File: src/shared/anp_pkg.sv
package anp_pkg;

  // Clause 45 addressing over APB: byte address = {devad, register index, 2'b00}.
  localparam int             ANP_DEVAD_LSB      = 18;
  localparam int             ANP_IDX_LSB        = 2;
  localparam logic [4:0]     ANP_DEVAD          = 5'h07;

  // Register indices as printed; the byte address is four times the index.
  localparam logic [15:0]    ANP_IDX_PAGE_LOW   = 16'h020b;
  localparam logic [15:0]    ANP_IDX_PAGE_MID   = 16'h020c;
  localparam logic [15:0]    ANP_IDX_PAGE_HIGH  = 16'h020d;
  localparam logic [15:0]    ANP_IDX_ADVERT     = 16'h020e;
  localparam logic [15:0]    ANP_IDX_PARTNER    = 16'h020f;
  localparam logic [15:0]    ANP_IDX_FORCED     = 16'h8000;
  localparam logic [15:0]    ANP_IDX_EXTRA      = 16'h8001;
  localparam logic [15:0]    ANP_IDX_IRQ_STATUS = 16'h8010;
  localparam logic [15:0]    ANP_IDX_IRQ_MASK   = 16'h8011;

  // Field positions.
  localparam int             ANP_ADV_LONG_BIT   = 15;
  localparam int             ANP_ADV_EEE_BIT    = 14;
  localparam int             ANP_ADV_HI_ABL_BIT = 13;
  localparam int             ANP_ADV_HI_REQ_BIT = 12;
  localparam int             ANP_FORCED_BIT     = 0;
  localparam int             ANP_EXTRA_PAGE_BIT = 10;
  localparam int             ANP_EXTRA_INC_BIT  = 9;

  // Values after reset.
  localparam logic [15:0]    ANP_ADVERT_RESET   = 16'h8000;
  localparam logic [15:0]    ANP_WORD_RESET     = 16'h0000;
  localparam logic           ANP_LONG_RESET     = 1'h1;

  // Interrupt sources, one bit each in status and mask.
  localparam int             ANP_IRQ_WIDTH      = 3;
  localparam int             ANP_IRQ_PAGE       = 0;
  localparam int             ANP_IRQ_INCOMPAT   = 1;
  localparam int             ANP_IRQ_DONE       = 2;
  localparam logic [2:0]     ANP_IRQ_RESET      = 3'h0;

  // Cycles after reset release before the synchronised straps are trusted.
  localparam logic [1:0]     ANP_STRAP_SETTLE   = 2'h2;

  // Transmit level resolution codes.
  localparam logic [1:0]     ANP_TXLVL_NOT_RUN  = 2'h0;
  localparam logic [1:0]     ANP_TXLVL_LOW      = 2'h2;
  localparam logic [1:0]     ANP_TXLVL_HIGH     = 2'h3;

  // Leader/follower resolution codes.
  localparam logic [1:0]     ANP_LF_NOT_RUN     = 2'h0;
  localparam logic [1:0]     ANP_LF_FAULT       = 2'h1;
  localparam logic [1:0]     ANP_LF_FOLLOWER    = 2'h2;
  localparam logic [1:0]     ANP_LF_LEADER      = 2'h3;

  // Common technology codes.
  localparam logic [3:0]     ANP_TECH_NOT_RUN   = 4'h0;
  localparam logic [3:0]     ANP_TECH_LONG_10M  = 4'h1;

  typedef struct packed {
    logic partner_long_reach_ability;
    logic partner_energy_saving_ability;
    logic partner_high_level_ability;
    logic partner_high_level_request;
    logic partner_short_reach_full_duplex;
    logic partner_short_reach_half_duplex;
  } anp_partner_t;

  typedef struct packed {
    logic local_long_reach_ability;
    logic local_high_level_ability;
    logic local_high_level_request;
  } anp_local_t;

  typedef struct packed {
    logic       good_check_entry;
    logic       incompatible_link;
    logic [1:0] tx_level_resolution;
    logic [1:0] leader_follower_resolution;
    logic [3:0] common_technology_result;
    logic       negotiation_done;
  } anp_result_t;

  typedef enum logic [1:0] {
    ANP_ST_IDLE   = 2'b01,
    ANP_ST_ACCESS = 2'b10
  } anp_state_t;

endpackage : anp_pkg

File: src/verilog/anp_sticky.sv
`timescale 1ns/1ns
module anp_sticky #(
  parameter int WIDTH = 1
) (
  input  wire logic             pclk,
  input  wire logic             presetn,
  input  wire logic [WIDTH-1:0] set_bits,
  input  wire logic [WIDTH-1:0] clear_bits,
  output logic      [WIDTH-1:0] flags
);
  import anp_pkg::*;

  logic [WIDTH-1:0] flags_reg;
  logic [WIDTH-1:0] flags_next;

  // A set in the same cycle as its clear wins, so no event is lost.
  assign flags_next = set_bits | (flags_reg & ~clear_bits);
  assign flags      = flags_reg;

  always_ff @(posedge pclk or negedge presetn) begin
    if (!presetn) begin
      flags_reg <= '0;
    end else begin
      flags_reg <= flags_next;
    end
  end

endmodule : anp_sticky

File: src/verilog/anp_regs.sv
`timescale 1ns/1ns
// Operation
// - All registers sit in management device 7 at indices 0x020b-0x020f, 0x8000-0x8001 and 0x8010-0x8011.
// - Reading the partner page low word captures the partner middle and high words.
// - Middle and high words read back the captured snapshot, read-only, reset zero.
// - Advert bit 15 is a read/write alias of local long-reach ability, reset one.
// - Advert bit 14 mirrors the local energy-saving ability, read-only, reset zero.
// - Advert bits 13 and 12 alias the local high-level ability and request, reset from straps.
// - Partner status bits 15 to 12 mirror the partner long-reach, energy, high-level bits.
// - Partner status bits 7 and 6 mirror short-reach duplex abilities, the rest reads zero.
// - Forced mode engages only with negotiation disabled and the forced bit set.
// - Extra status bit 10 latches on a partner page request until software reads it.
// - Extra status bit 9 takes the incompatible-link result on entry to good-check.
// - Extra status bits 8:7 report the transmit level resolution.
// - Extra status bits 6:5 report the leader/follower resolution.
// - Extra status bits 4:1 report the common technology result.
// - Extra status bit 0 shows that negotiation transmission is complete.
module anp_regs (
  input  wire logic                 pclk,
  input  wire logic                 presetn,
  input  wire logic                 psel,
  input  wire logic                 penable,
  input  wire logic                 pwrite,
  input  wire logic [31:0]          paddr,
  input  wire logic [31:0]          pwdata,
  output logic      [31:0]          prdata,
  output logic                      pready,
  output logic                      pslverr,
  output logic                      irq,
  input  wire logic [15:0]          partner_next_page_low,
  input  wire logic [15:0]          partner_page_code_one,
  input  wire logic [15:0]          partner_page_code_two,
  input  wire logic                 partner_page_request,
  input  wire anp_pkg::anp_partner_t partner_ability,
  input  wire logic                 local_energy_saving_ability,
  input  wire logic                 alias_write,
  input  wire anp_pkg::anp_local_t  alias_data,
  input  wire anp_pkg::anp_result_t result,
  input  wire logic                 negotiation_enable,
  input  wire logic                 high_level_ability_strap,
  input  wire logic                 high_level_request_strap,
  output anp_pkg::anp_local_t       local_ability,
  output logic                      forced_mode_engaged
);
  import anp_pkg::*;

  anp_state_t      state_reg;
  anp_state_t      state_next;
  logic [31:0]     prdata_reg;
  logic            pready_reg;
  logic            pslverr_reg;
  logic            irq_reg;
  logic [15:0]     page_mid_reg;
  logic [15:0]     page_high_reg;
  anp_local_t      local_reg;
  anp_local_t      local_next;
  logic            forced_reg;
  logic            engaged_reg;
  logic            inc_link_reg;
  logic [1:0]      txlvl_reg;
  logic [1:0]      lf_reg;
  logic [3:0]      tech_reg;
  logic            done_reg;
  logic            done_prev_reg;
  logic            eee_reg;
  anp_partner_t    partner_reg;
  logic [2:0]      irq_mask_reg;
  logic [1:0]      strap_meta_reg;
  logic [1:0]      strap_sync_reg;
  logic [1:0]      strap_cnt_reg;
  logic            strap_done_reg;

  // Bus decode.
  logic            dev_hit;
  logic [15:0]     idx;
  logic            hit_low;
  logic            hit_mid;
  logic            hit_high;
  logic            hit_advert;
  logic            hit_partner;
  logic            hit_forced;
  logic            hit_extra;
  logic            hit_irq_status;
  logic            hit_irq_mask;
  logic            mapped;
  logic            setup;
  logic            finish;
  logic            wr_done;
  logic            rd_done;
  logic [31:0]     rd_word;
  logic [15:0]     advert_word;
  logic [15:0]     partner_word;
  logic [15:0]     extra_word;
  logic [2:0]      irq_flags;
  logic [2:0]      irq_set;
  logic [2:0]      irq_clear;
  logic            page_flag;
  logic            page_clear;
  logic            strap_load;

  assign dev_hit        = (paddr[ANP_DEVAD_LSB +: 5] == ANP_DEVAD)
                          && (paddr[31:ANP_DEVAD_LSB+5] == '0);
  assign idx            = paddr[ANP_IDX_LSB +: 16];
  assign hit_low        = dev_hit && (idx == ANP_IDX_PAGE_LOW);
  assign hit_mid        = dev_hit && (idx == ANP_IDX_PAGE_MID);
  assign hit_high       = dev_hit && (idx == ANP_IDX_PAGE_HIGH);
  assign hit_advert     = dev_hit && (idx == ANP_IDX_ADVERT);
  assign hit_partner    = dev_hit && (idx == ANP_IDX_PARTNER);
  assign hit_forced     = dev_hit && (idx == ANP_IDX_FORCED);
  assign hit_extra      = dev_hit && (idx == ANP_IDX_EXTRA);
  assign hit_irq_status = dev_hit && (idx == ANP_IDX_IRQ_STATUS);
  assign hit_irq_mask   = dev_hit && (idx == ANP_IDX_IRQ_MASK);
  assign mapped         = hit_low | hit_mid | hit_high | hit_advert | hit_partner
                          | hit_forced | hit_extra | hit_irq_status | hit_irq_mask;

  assign setup   = (state_reg == ANP_ST_IDLE) && psel && !penable;
  assign finish  = (state_reg == ANP_ST_ACCESS) && psel && penable && pready_reg;
  // Side effects need a mapped address; an errored access changes nothing.
  assign wr_done = finish && pwrite && mapped;
  assign rd_done = finish && !pwrite && mapped;

  always_comb begin
    state_next = state_reg;
    case (state_reg)
      ANP_ST_IDLE: begin
        if (setup) begin
          state_next = ANP_ST_ACCESS;
        end
      end
      ANP_ST_ACCESS: begin
        if (finish) begin
          state_next = ANP_ST_IDLE;
        end
      end
      default: begin
        state_next = ANP_ST_IDLE;
      end
    endcase
  end

  // Read data assembly.
  assign advert_word  = {local_reg.local_long_reach_ability, eee_reg,
                         local_reg.local_high_level_ability,
                         local_reg.local_high_level_request, 12'h000};
  assign partner_word = {partner_reg.partner_long_reach_ability,
                         partner_reg.partner_energy_saving_ability,
                         partner_reg.partner_high_level_ability,
                         partner_reg.partner_high_level_request, 4'h0,
                         partner_reg.partner_short_reach_full_duplex,
                         partner_reg.partner_short_reach_half_duplex, 6'h00};
  assign extra_word   = {5'h00, page_flag, inc_link_reg, txlvl_reg,
                         lf_reg, tech_reg, done_reg};

  assign rd_word = hit_low        ? {16'h0000, partner_next_page_low} :
                   hit_mid        ? {16'h0000, page_mid_reg} :
                   hit_high       ? {16'h0000, page_high_reg} :
                   hit_advert     ? {16'h0000, advert_word} :
                   hit_partner    ? {16'h0000, partner_word} :
                   hit_forced     ? {31'h00000000, forced_reg} :
                   hit_extra      ? {16'h0000, extra_word} :
                   hit_irq_status ? {29'h00000000, irq_flags} :
                   hit_irq_mask   ? {29'h00000000, irq_mask_reg} :
                                    32'h00000000;

  // Only a flag that was reported in the read data is cleared by that read.
  assign page_clear = rd_done && hit_extra && prdata_reg[ANP_EXTRA_PAGE_BIT];

  anp_sticky #(
    .WIDTH (1)
  ) u_page_flag (
    .pclk       (pclk),
    .presetn    (presetn),
    .set_bits   (partner_page_request),
    .clear_bits (page_clear),
    .flags      (page_flag)
  );

  assign irq_set[ANP_IRQ_PAGE]     = partner_page_request;
  assign irq_set[ANP_IRQ_INCOMPAT] = result.good_check_entry && result.incompatible_link;
  assign irq_set[ANP_IRQ_DONE]     = done_reg && !done_prev_reg;
  assign irq_clear = (wr_done && hit_irq_status) ? pwdata[ANP_IRQ_WIDTH-1:0] : 3'h0;

  anp_sticky #(
    .WIDTH (ANP_IRQ_WIDTH)
  ) u_irq_flags (
    .pclk       (pclk),
    .presetn    (presetn),
    .set_bits   (irq_set),
    .clear_bits (irq_clear),
    .flags      (irq_flags)
  );

  // Straps are caught once, after reset release, when the synchroniser has settled.
  assign strap_load = !strap_done_reg && (strap_cnt_reg == ANP_STRAP_SETTLE);

  always_comb begin
    local_next = local_reg;
    if (strap_load) begin
      local_next.local_high_level_ability = strap_sync_reg[1];
      local_next.local_high_level_request = strap_sync_reg[0];
    end
    // The other alias location writes first; a bus write in the same cycle wins.
    if (alias_write) begin
      local_next = alias_data;
    end
    if (wr_done && hit_advert) begin
      local_next.local_long_reach_ability = pwdata[ANP_ADV_LONG_BIT];
      local_next.local_high_level_ability = pwdata[ANP_ADV_HI_ABL_BIT];
      local_next.local_high_level_request = pwdata[ANP_ADV_HI_REQ_BIT];
    end
  end

  always_ff @(posedge pclk or negedge presetn) begin
    if (!presetn) begin
      state_reg   <= ANP_ST_IDLE;
      prdata_reg  <= 32'h00000000;
      pready_reg  <= 1'h0;
      pslverr_reg <= 1'h0;
    end else begin
      state_reg <= state_next;
      if (setup) begin
        prdata_reg  <= pwrite ? 32'h00000000 : rd_word;
        pready_reg  <= 1'h1;
        pslverr_reg <= !mapped;
      end else if (finish) begin
        prdata_reg  <= 32'h00000000;
        pready_reg  <= 1'h0;
        pslverr_reg <= 1'h0;
      end
    end
  end

  always_ff @(posedge pclk or negedge presetn) begin
    if (!presetn) begin
      page_mid_reg  <= ANP_WORD_RESET;
      page_high_reg <= ANP_WORD_RESET;
    end else if (rd_done && hit_low) begin
      page_mid_reg  <= partner_page_code_one;
      page_high_reg <= partner_page_code_two;
    end
  end

  always_ff @(posedge pclk or negedge presetn) begin
    if (!presetn) begin
      local_reg <= '{local_long_reach_ability: ANP_LONG_RESET,
                     local_high_level_ability: 1'h0,
                     local_high_level_request: 1'h0};
    end else begin
      local_reg <= local_next;
    end
  end

  always_ff @(posedge pclk or negedge presetn) begin
    if (!presetn) begin
      strap_meta_reg <= 2'h0;
      strap_sync_reg <= 2'h0;
      strap_cnt_reg  <= 2'h0;
      strap_done_reg <= 1'h0;
    end else begin
      strap_meta_reg <= {high_level_ability_strap, high_level_request_strap};
      strap_sync_reg <= strap_meta_reg;
      if (strap_cnt_reg != ANP_STRAP_SETTLE) begin
        strap_cnt_reg <= strap_cnt_reg + 2'h1;
      end
      if (strap_load) begin
        strap_done_reg <= 1'h1;
      end
    end
  end

  always_ff @(posedge pclk or negedge presetn) begin
    if (!presetn) begin
      forced_reg   <= 1'h0;
      engaged_reg  <= 1'h0;
      irq_mask_reg <= ANP_IRQ_RESET;
      irq_reg      <= 1'h0;
    end else begin
      if (wr_done && hit_forced) begin
        forced_reg <= pwdata[ANP_FORCED_BIT];
      end
      engaged_reg <= !negotiation_enable && forced_reg;
      if (wr_done && hit_irq_mask) begin
        irq_mask_reg <= pwdata[ANP_IRQ_WIDTH-1:0];
      end
      irq_reg <= |(irq_flags & irq_mask_reg);
    end
  end

  // Mirrors are registered so every read sees a value sampled on one edge.
  always_ff @(posedge pclk or negedge presetn) begin
    if (!presetn) begin
      inc_link_reg  <= 1'h0;
      txlvl_reg     <= ANP_TXLVL_NOT_RUN;
      lf_reg        <= ANP_LF_NOT_RUN;
      tech_reg      <= ANP_TECH_NOT_RUN;
      done_reg      <= 1'h0;
      done_prev_reg <= 1'h0;
      eee_reg       <= 1'h0;
      partner_reg   <= '0;
    end else begin
      if (result.good_check_entry) begin
        inc_link_reg <= result.incompatible_link;
      end
      txlvl_reg     <= result.tx_level_resolution;
      lf_reg        <= result.leader_follower_resolution;
      tech_reg      <= result.common_technology_result;
      done_reg      <= result.negotiation_done;
      done_prev_reg <= done_reg;
      eee_reg       <= local_energy_saving_ability;
      partner_reg   <= partner_ability;
    end
  end

  assign prdata              = prdata_reg;
  assign pready              = pready_reg;
  assign pslverr             = pslverr_reg;
  assign irq                 = irq_reg;
  assign local_ability       = local_reg;
  assign forced_mode_engaged = engaged_reg;

endmodule : anp_regs

File: config.mk
export PLATFORM = sky130hd
export DESIGN_NAME = anp_regs
export DESIGN_NICKNAME = d
export VERILOG_FILES = /design/src/shared/anp_pkg.sv /design/src/verilog/anp_sticky.sv /design/src/verilog/anp_regs.sv
export SDC_FILE = /design/constraint.sdc
export NUM_CORES = 1
export LEC_CHECK = 0
export ABC_AREA = 1
export BUFFER_PORTS_ARGS = -buffer_cell sky130_fd_sc_hd__buf_2
export CAP_MARGIN = 30
export CORE_MARGIN = 5
export CORE_UTILIZATION = 53
export CTS_CLUSTER_DIAMETER = 200
export DETAILED_ROUTE_END_ITERATION = 8
export GPL_ROUTABILITY_DRIVEN = 1
export PLACE_DENSITY = 0.91
export SYNTH_ARGS = -nofsm -noshare
export SYNTH_HDL_FRONTEND = slang
export SYNTH_SLANG_ARGS = --single-unit
export TNS_END_PERCENT = 20
File: constraint.sdc
create_clock -name pclk -period 2.8 [get_ports pclk]
set_input_delay 0.28 -clock pclk [delete_from_list [all_inputs] [get_ports pclk]]
set_output_delay 0.28 -clock pclk [all_outputs]
set_load 0.005 [all_outputs]
==> Word-level counts from Yosys, hierarchy flattened <==
Index checks and enable logic that the tools add are counted.
{ "totals": {"regBits": 106, "input_bits": 143, "elab_cells": 128} }
{ "classes": {"n_addsub": 1, "eq_ne": 16, "mux": 22, "bitwise": 15, "reduce_logical": 42} }
{ "op_table": {"columns": ["cell", "count"], "rows": [
  ["$mux W16", 6],
  ["$eq A16 B10 Y1 const B", 5],
  ["$eq A16 B16 Y1 const B", 4],
  ["$mux W32", 2],
  ["$logic_and A1 B1 Y1", 30],
  ["$mux W11", 2],
  ["$mux W3", 5],
  ["$logic_not A9 Y1", 1],
  ["$or A1 B1 Y1", 9],
  ["$and A3 B3 Y3", 2],
  ["$logic_not A1 Y1", 6],
  ["$mux W2", 3],
  ["$ne A2 B2 Y1 const B", 3],
  ["$eq A5 B3 Y1 const B", 1],
  ["$eq A2 B2 Y1 const B", 2],
  ["$pmux W2 S2", 1],
  ["$reduce_bool A2 Y1", 2],
  ["$mux W1", 3],
  ["$not A3 Y3", 1],
  ["$or A3 B3 Y3", 1],
  ["$reduce_bool A3 Y1", 1],
  ["$reduce_or A3 Y1", 1],
  ["$add A2 B1 Y2 const B", 1],
  ["$eq A2 B1 Y1 const B", 1],
  ["other kinds (3)", 3]
]} }

==> Longest topological paths before layout <==
{ "logic_depth": {"depth_word": 17, "depth_mapped": 16} }

==> Hierarchy <==
A second synthesis with hierarchy kept.
{ "hier_totals": {"cells_unflattened": 598, "area_unflattened_um2": 4670.7} }
{ "modules_own_cells": {"columns": ["module", "instances", "cells_per_inst", "area_per_inst_um2"], "rows": [
  ["anp_regs", 1, 578, 4510.6],
  ["anp_sticky at u_irq_flags", 1, 15, 120.1],
  ["anp_sticky at u_page_flag", 1, 5, 40.0]
]} }

==> Worst setup path after synthesis <==
OpenSTA, ideal clock, no wires.
{ "synth_timing": {"kind": "in2reg", "start": "input paddr[7]", "end": "register page_high_reg[12]", "setup_time_ns": 0.117, "t_arrival_ns": 1.702, "required_ns": 2.683, "slack_ns": 0.981, "stages": 14, "cell_sequence": "inv_1 -> nand2_1 -> nor2_4 -> nand3_2 -> nor2_4 -> buf_6 -> nand2_2 -> nand2_2 -> inv_2 -> a21oi_4 -> nand3_4 -> buf_6 -> nand2_2 -> o21ai_2"} }
{ "synth_between": {"elab_chain_len": 12} }
{ "synth_rtl": {"columns": ["element", "line", "rtl"], "rows": [
  ["from (decl)", "anp_regs.sv:24", "input wire logic [31:0] paddr,"],
  ["$eq A16 B10 Y1 (on tied branches)", "anp_regs.sv:104, anp_regs.sv:105", null],
  ["$logic_and A1 B1 Y1 (on tied branches)", "anp_regs.sv:104, anp_regs.sv:105", null],
  ["$or A1 B1 Y1 (4 in a row)", "anp_regs.sv:113", "assign mapped = hit_low | hit_mid | hit_high | hit_advert | hit_partner"],
  ["$or A1 B1 Y1 (4 in a row)", "anp_regs.sv:114", "| hit_forced | hit_extra | hit_irq_status | hit_irq_mask;"],
  ["$logic_and A1 B1 Y1", "anp_regs.sv:120", "assign rd_done = finish && !pwrite && mapped;"],
  ["$logic_and A1 B1 Y1 *", "anp_regs.sv:237", "end else if (rd_done && hit_low) begin"],
  ["to (signal assigned)", "anp_regs.sv:239", "page_high_reg <= partner_page_code_two;"],
  ["to (decl)", "anp_regs.sv:54", "logic [15:0] page_high_reg;"]
]} }
Every way passes the cells marked *; elsewhere a longest branch is shown, timed or not.
A chain may end at the register's enable or synchronous reset.

==> Worst setup path after layout <==
{ "layout_timing": {"start": "input paddr[7]", "end": "register page_high_reg[2]"} }
The elaborated chain is that of the path after synthesis.

==> qor.txt <==
status -> complete, no violations
drt via density -> 5.14
gr usage total -> 22.5%
ANT nets after route -> 0
crit path capture type -> register
Worst Min Path Start -> partner_ability[3]
cell taking the most area after synthesis -> dfrtp_1
clk slew on worst S/H paths -> 0.09 ns
design area -> 5810 µm²
IO buf count -> 137
Pwr Total -> 2.49 mW
initial antenna violation count -> 0
Post-Layout Cell Count -> 841
Yosys warnings -> 0
Post-Syn Instances -> 581
Clock Skews -> 0.0135 ns
ANT cells -> 0
Yosys top cell area share -> 45.9%
Worst slew margin -> 53.1%
# IOs -> 182
Reg2Reg Setup Slack -> 0.89 ns
worst hold path class -> in2reg
Post-Route WL -> 12400 µm
top_reg_cell synth -> dfrtp_1
FF-to-FF Start -> state_reg[0]
wire length per cell -> 14.7 µm
Clock Latency Late Sink -> 0.36 ns
Yosys cell types -> 37
EDFF count, synth -> 0
r2r worst-path depth -> 9
fill cell count -> 696
Layout area overhead -> 21.1%
critical path type -> in2reg
Worst EP required -> 3.05 ns
Worst Path Max Fanout -> 49
Max Fclk -> 493 MHz
synthesized area per cell -> 8.26 µm²
HPWL after DPL -> 9600 µm
# DRC -> 0
Max Cap Viol -> 0
Synth area leaders -> dfrtp_1, inv_1, nand2_1
vias after detailed routing -> 4324
register area share after synthesis -> 47.0%
Core Box Area -> 8760 µm²
Critical-path top delay cell -> nor2_4
Iter 0 DRT Violations -> 309
GPL Wtd Cong -> 0.954
Final Hold Viols -> 0
clock tree buffer depth -> 2
dpl cells -> 817
Leak -> 3.16 nW
Final Cycle Share -> 72.4%
Finish-stage setup viols -> 0
max incr delay on CP -> 0.27 ns
max-slew violations -> 0
# rows -> 34
GRT overflow -> 0
placed standard-cell area -> 5530 µm²
most frequent CP cell -> nand2_1
H-tree levels -> 3
largest net degree at the start of global routing -> 55
Synth async-reset ratio -> 100%
TritonCTS clock tree -> built
share of layout cells above drive strength 1 -> 32.9%
initial core utilization -> 54.8%
CP delay by family, top -> simple AND/OR/NAND/NOR gates
DIE HEIGHT -> 105 µm
critical path launch point type -> input pin
flops & latches, synth -> 90
critical-path cell list -> buf_2, inv_1, nand2_1, nor2_4, nand3_2, nor2_4, o21ai_1, nand2_1, nor2_2, a21oi_4, nand3_4, buf_12, nand2_1, o21ai_2
Root Driver -> clkbuf_8
CP Data Arrival Time -> 2.28 ns
Resized cells post-CTS -> 0
Tmin final -> 2.03 ns
DIE AREA -> 11100 µm²
total iterations of the first detailed-routing run -> 4
Mapped Area -> 4800 µm²
Least-Margin Pin Slew -> 0.703 ns
CTS buffer count -> 9
first-pass GRT wire length -> 20200 µm
Critical R2R Capture -> prdata[15]
vias in the first global route -> 4299
pwr dens -> 429 nW/µm²
Clock Sinks -> 90
peak supply drop -> 0.286 mV
Final #Nets -> 872
Hold Path Depth -> 1
Die Span X -> 105 µm
Worst Path Buf+Inv -> 3
hold worst-path end -> partner_reg[3]
Fin Setup TNS -> 0 ns
RSZ-0062 raised after global routing -> no
routing by layer:
| layer | up-vias | routed length [µm] | GRT usage [%] |
|---|---|---|---|
| met2 | 172 | 5820 | 34.7 |
| met1 | 2022 | 5390 | 30.5 |
| li1 | 2102 | - | - |
| met3 | 28 | 874 | 6.91 |
| met4 | 0 | 303 | 7.21 |
| met5 | - | 0 | 0 |
cell usage in the layout, fill, tap and decap left out, types with 6 or more instances in the layout:
cell and count:
buf_2 136, conb_1 16, nand3b_1 6, dlygate4sd3_1 8, dfrtp_1 88, o21ai_2 33
inv_1 106, nand3_1 29, nand2_1 106, o21ai_0 34, buf_4 6, nand4_1 23
clkbuf_8 11, nor2_1 43, nand2_2 32
cells by family (layout without fill, tap and decap cells):
group / count (synthesis) / in the layout / share of synthesized area (%)
AOI/OAI and AO/OA: 91 / 91 / 13.3
xor gates and xnor gates: 1 / 1 / 0.182
adders and majority gates: 1 / 1 / 0.261
buffers and inverters: 141 / 278 / 13.4
DFF: 90 / 90 / 47.0
muxes: 4 / 4 / 0.886
other: 1 / 16 / 0.0781
and+or+nand+nor: 252 / 252 / 24.9
through the flow:
| stage | worst slack (ns) | util (%) | hold WS, ns |
|---|---|---|---|
| 4_1_cts | 0.801 | 65.7 | 0.000432 |
| 5_1_grt | 0.563 | 66.3 | 0.000829 |
| 2_1_floorplan | 0.981 | - | -0.0156 |
| 6_report | 0.772 | 66.3 | 0.0138 |
| 3_5_place_dp | 0.435 | 63.0 | 0.338 |
| 3_3_place_gp | 0.531 | 63.0 | 0.334 |
Yosys cell counts (2+ instances only):
cell,number
buf_2,3
nand3_1,29
nor3_1,4
o21ai_0,34
nand4_1,23
dfrtp_1,88
clkbuf_1,5
o221ai_1,4
dfstp_2,2
inv_2,4
nor2_2,3
nor2_4,2
nand3b_1,6
nor2_1,43
mux2i_1,2
buf_4,16
o211ai_1,3
o21ai_2,33
a21oi_1,4
a221oi_1,4
o21ai_1,4
mux2_2,2
nand2_1,106
inv_1,106
buf_6,7
nand2_2,32
o22ai_1,2
worst max path at each step:
| stage | to | depth (start not counted) | slack, ns | startpoint |
|---|---|---|---|---|
| 5_1_grt | u_irq_flags.flags[0] | 15 | 0.56 | paddr[15] |
| 3_3_place_gp | page_high_reg[5] | 14 | 0.53 | paddr[7] |
| 6_report | page_high_reg[2] | 14 | 0.77 | paddr[7] |
| 3_5_place_dp | page_high_reg[2] | 14 | 0.43 | paddr[7] |
| 2_1_floorplan | page_high_reg[12] | 14 | 0.98 | paddr[7] |
| 4_1_cts | page_high_reg[2] | 14 | 0.80 | paddr[7] |
where the power goes:
group / leakage, nW / internal (mW) / switching (mW) / total (mW)
Combinational: 1.91 / 0.102 / 0.138 / 0.240
Sequential: 1.15 / 1.33 / 0.0143 / 1.34
Clock: 0.103 / 0.462 / 0.449 / 0.911
Total: 3.16 / 1.89 / 0.601 / 2.49
cell type report:
cell class	count	area (µm²)	share of cell area, %
Clock inverter	4	51.3	0.883
Sequential cell	90	2250	38.8
Tap cell	108	135	2.33
Timing Repair Buffer	152	846	14.6
Inverter	110	413	7.10
Multi-Input combinational cell	365	1960	33.7
Clock buffer	12	155	2.67
timing repair:
item                                   4_1_cts  5_1_grt
endpoints found under the hold margin       54        5
hold buffers                                 3        5
setup buffers                                0        0
(Power assumes the default switching activity.)
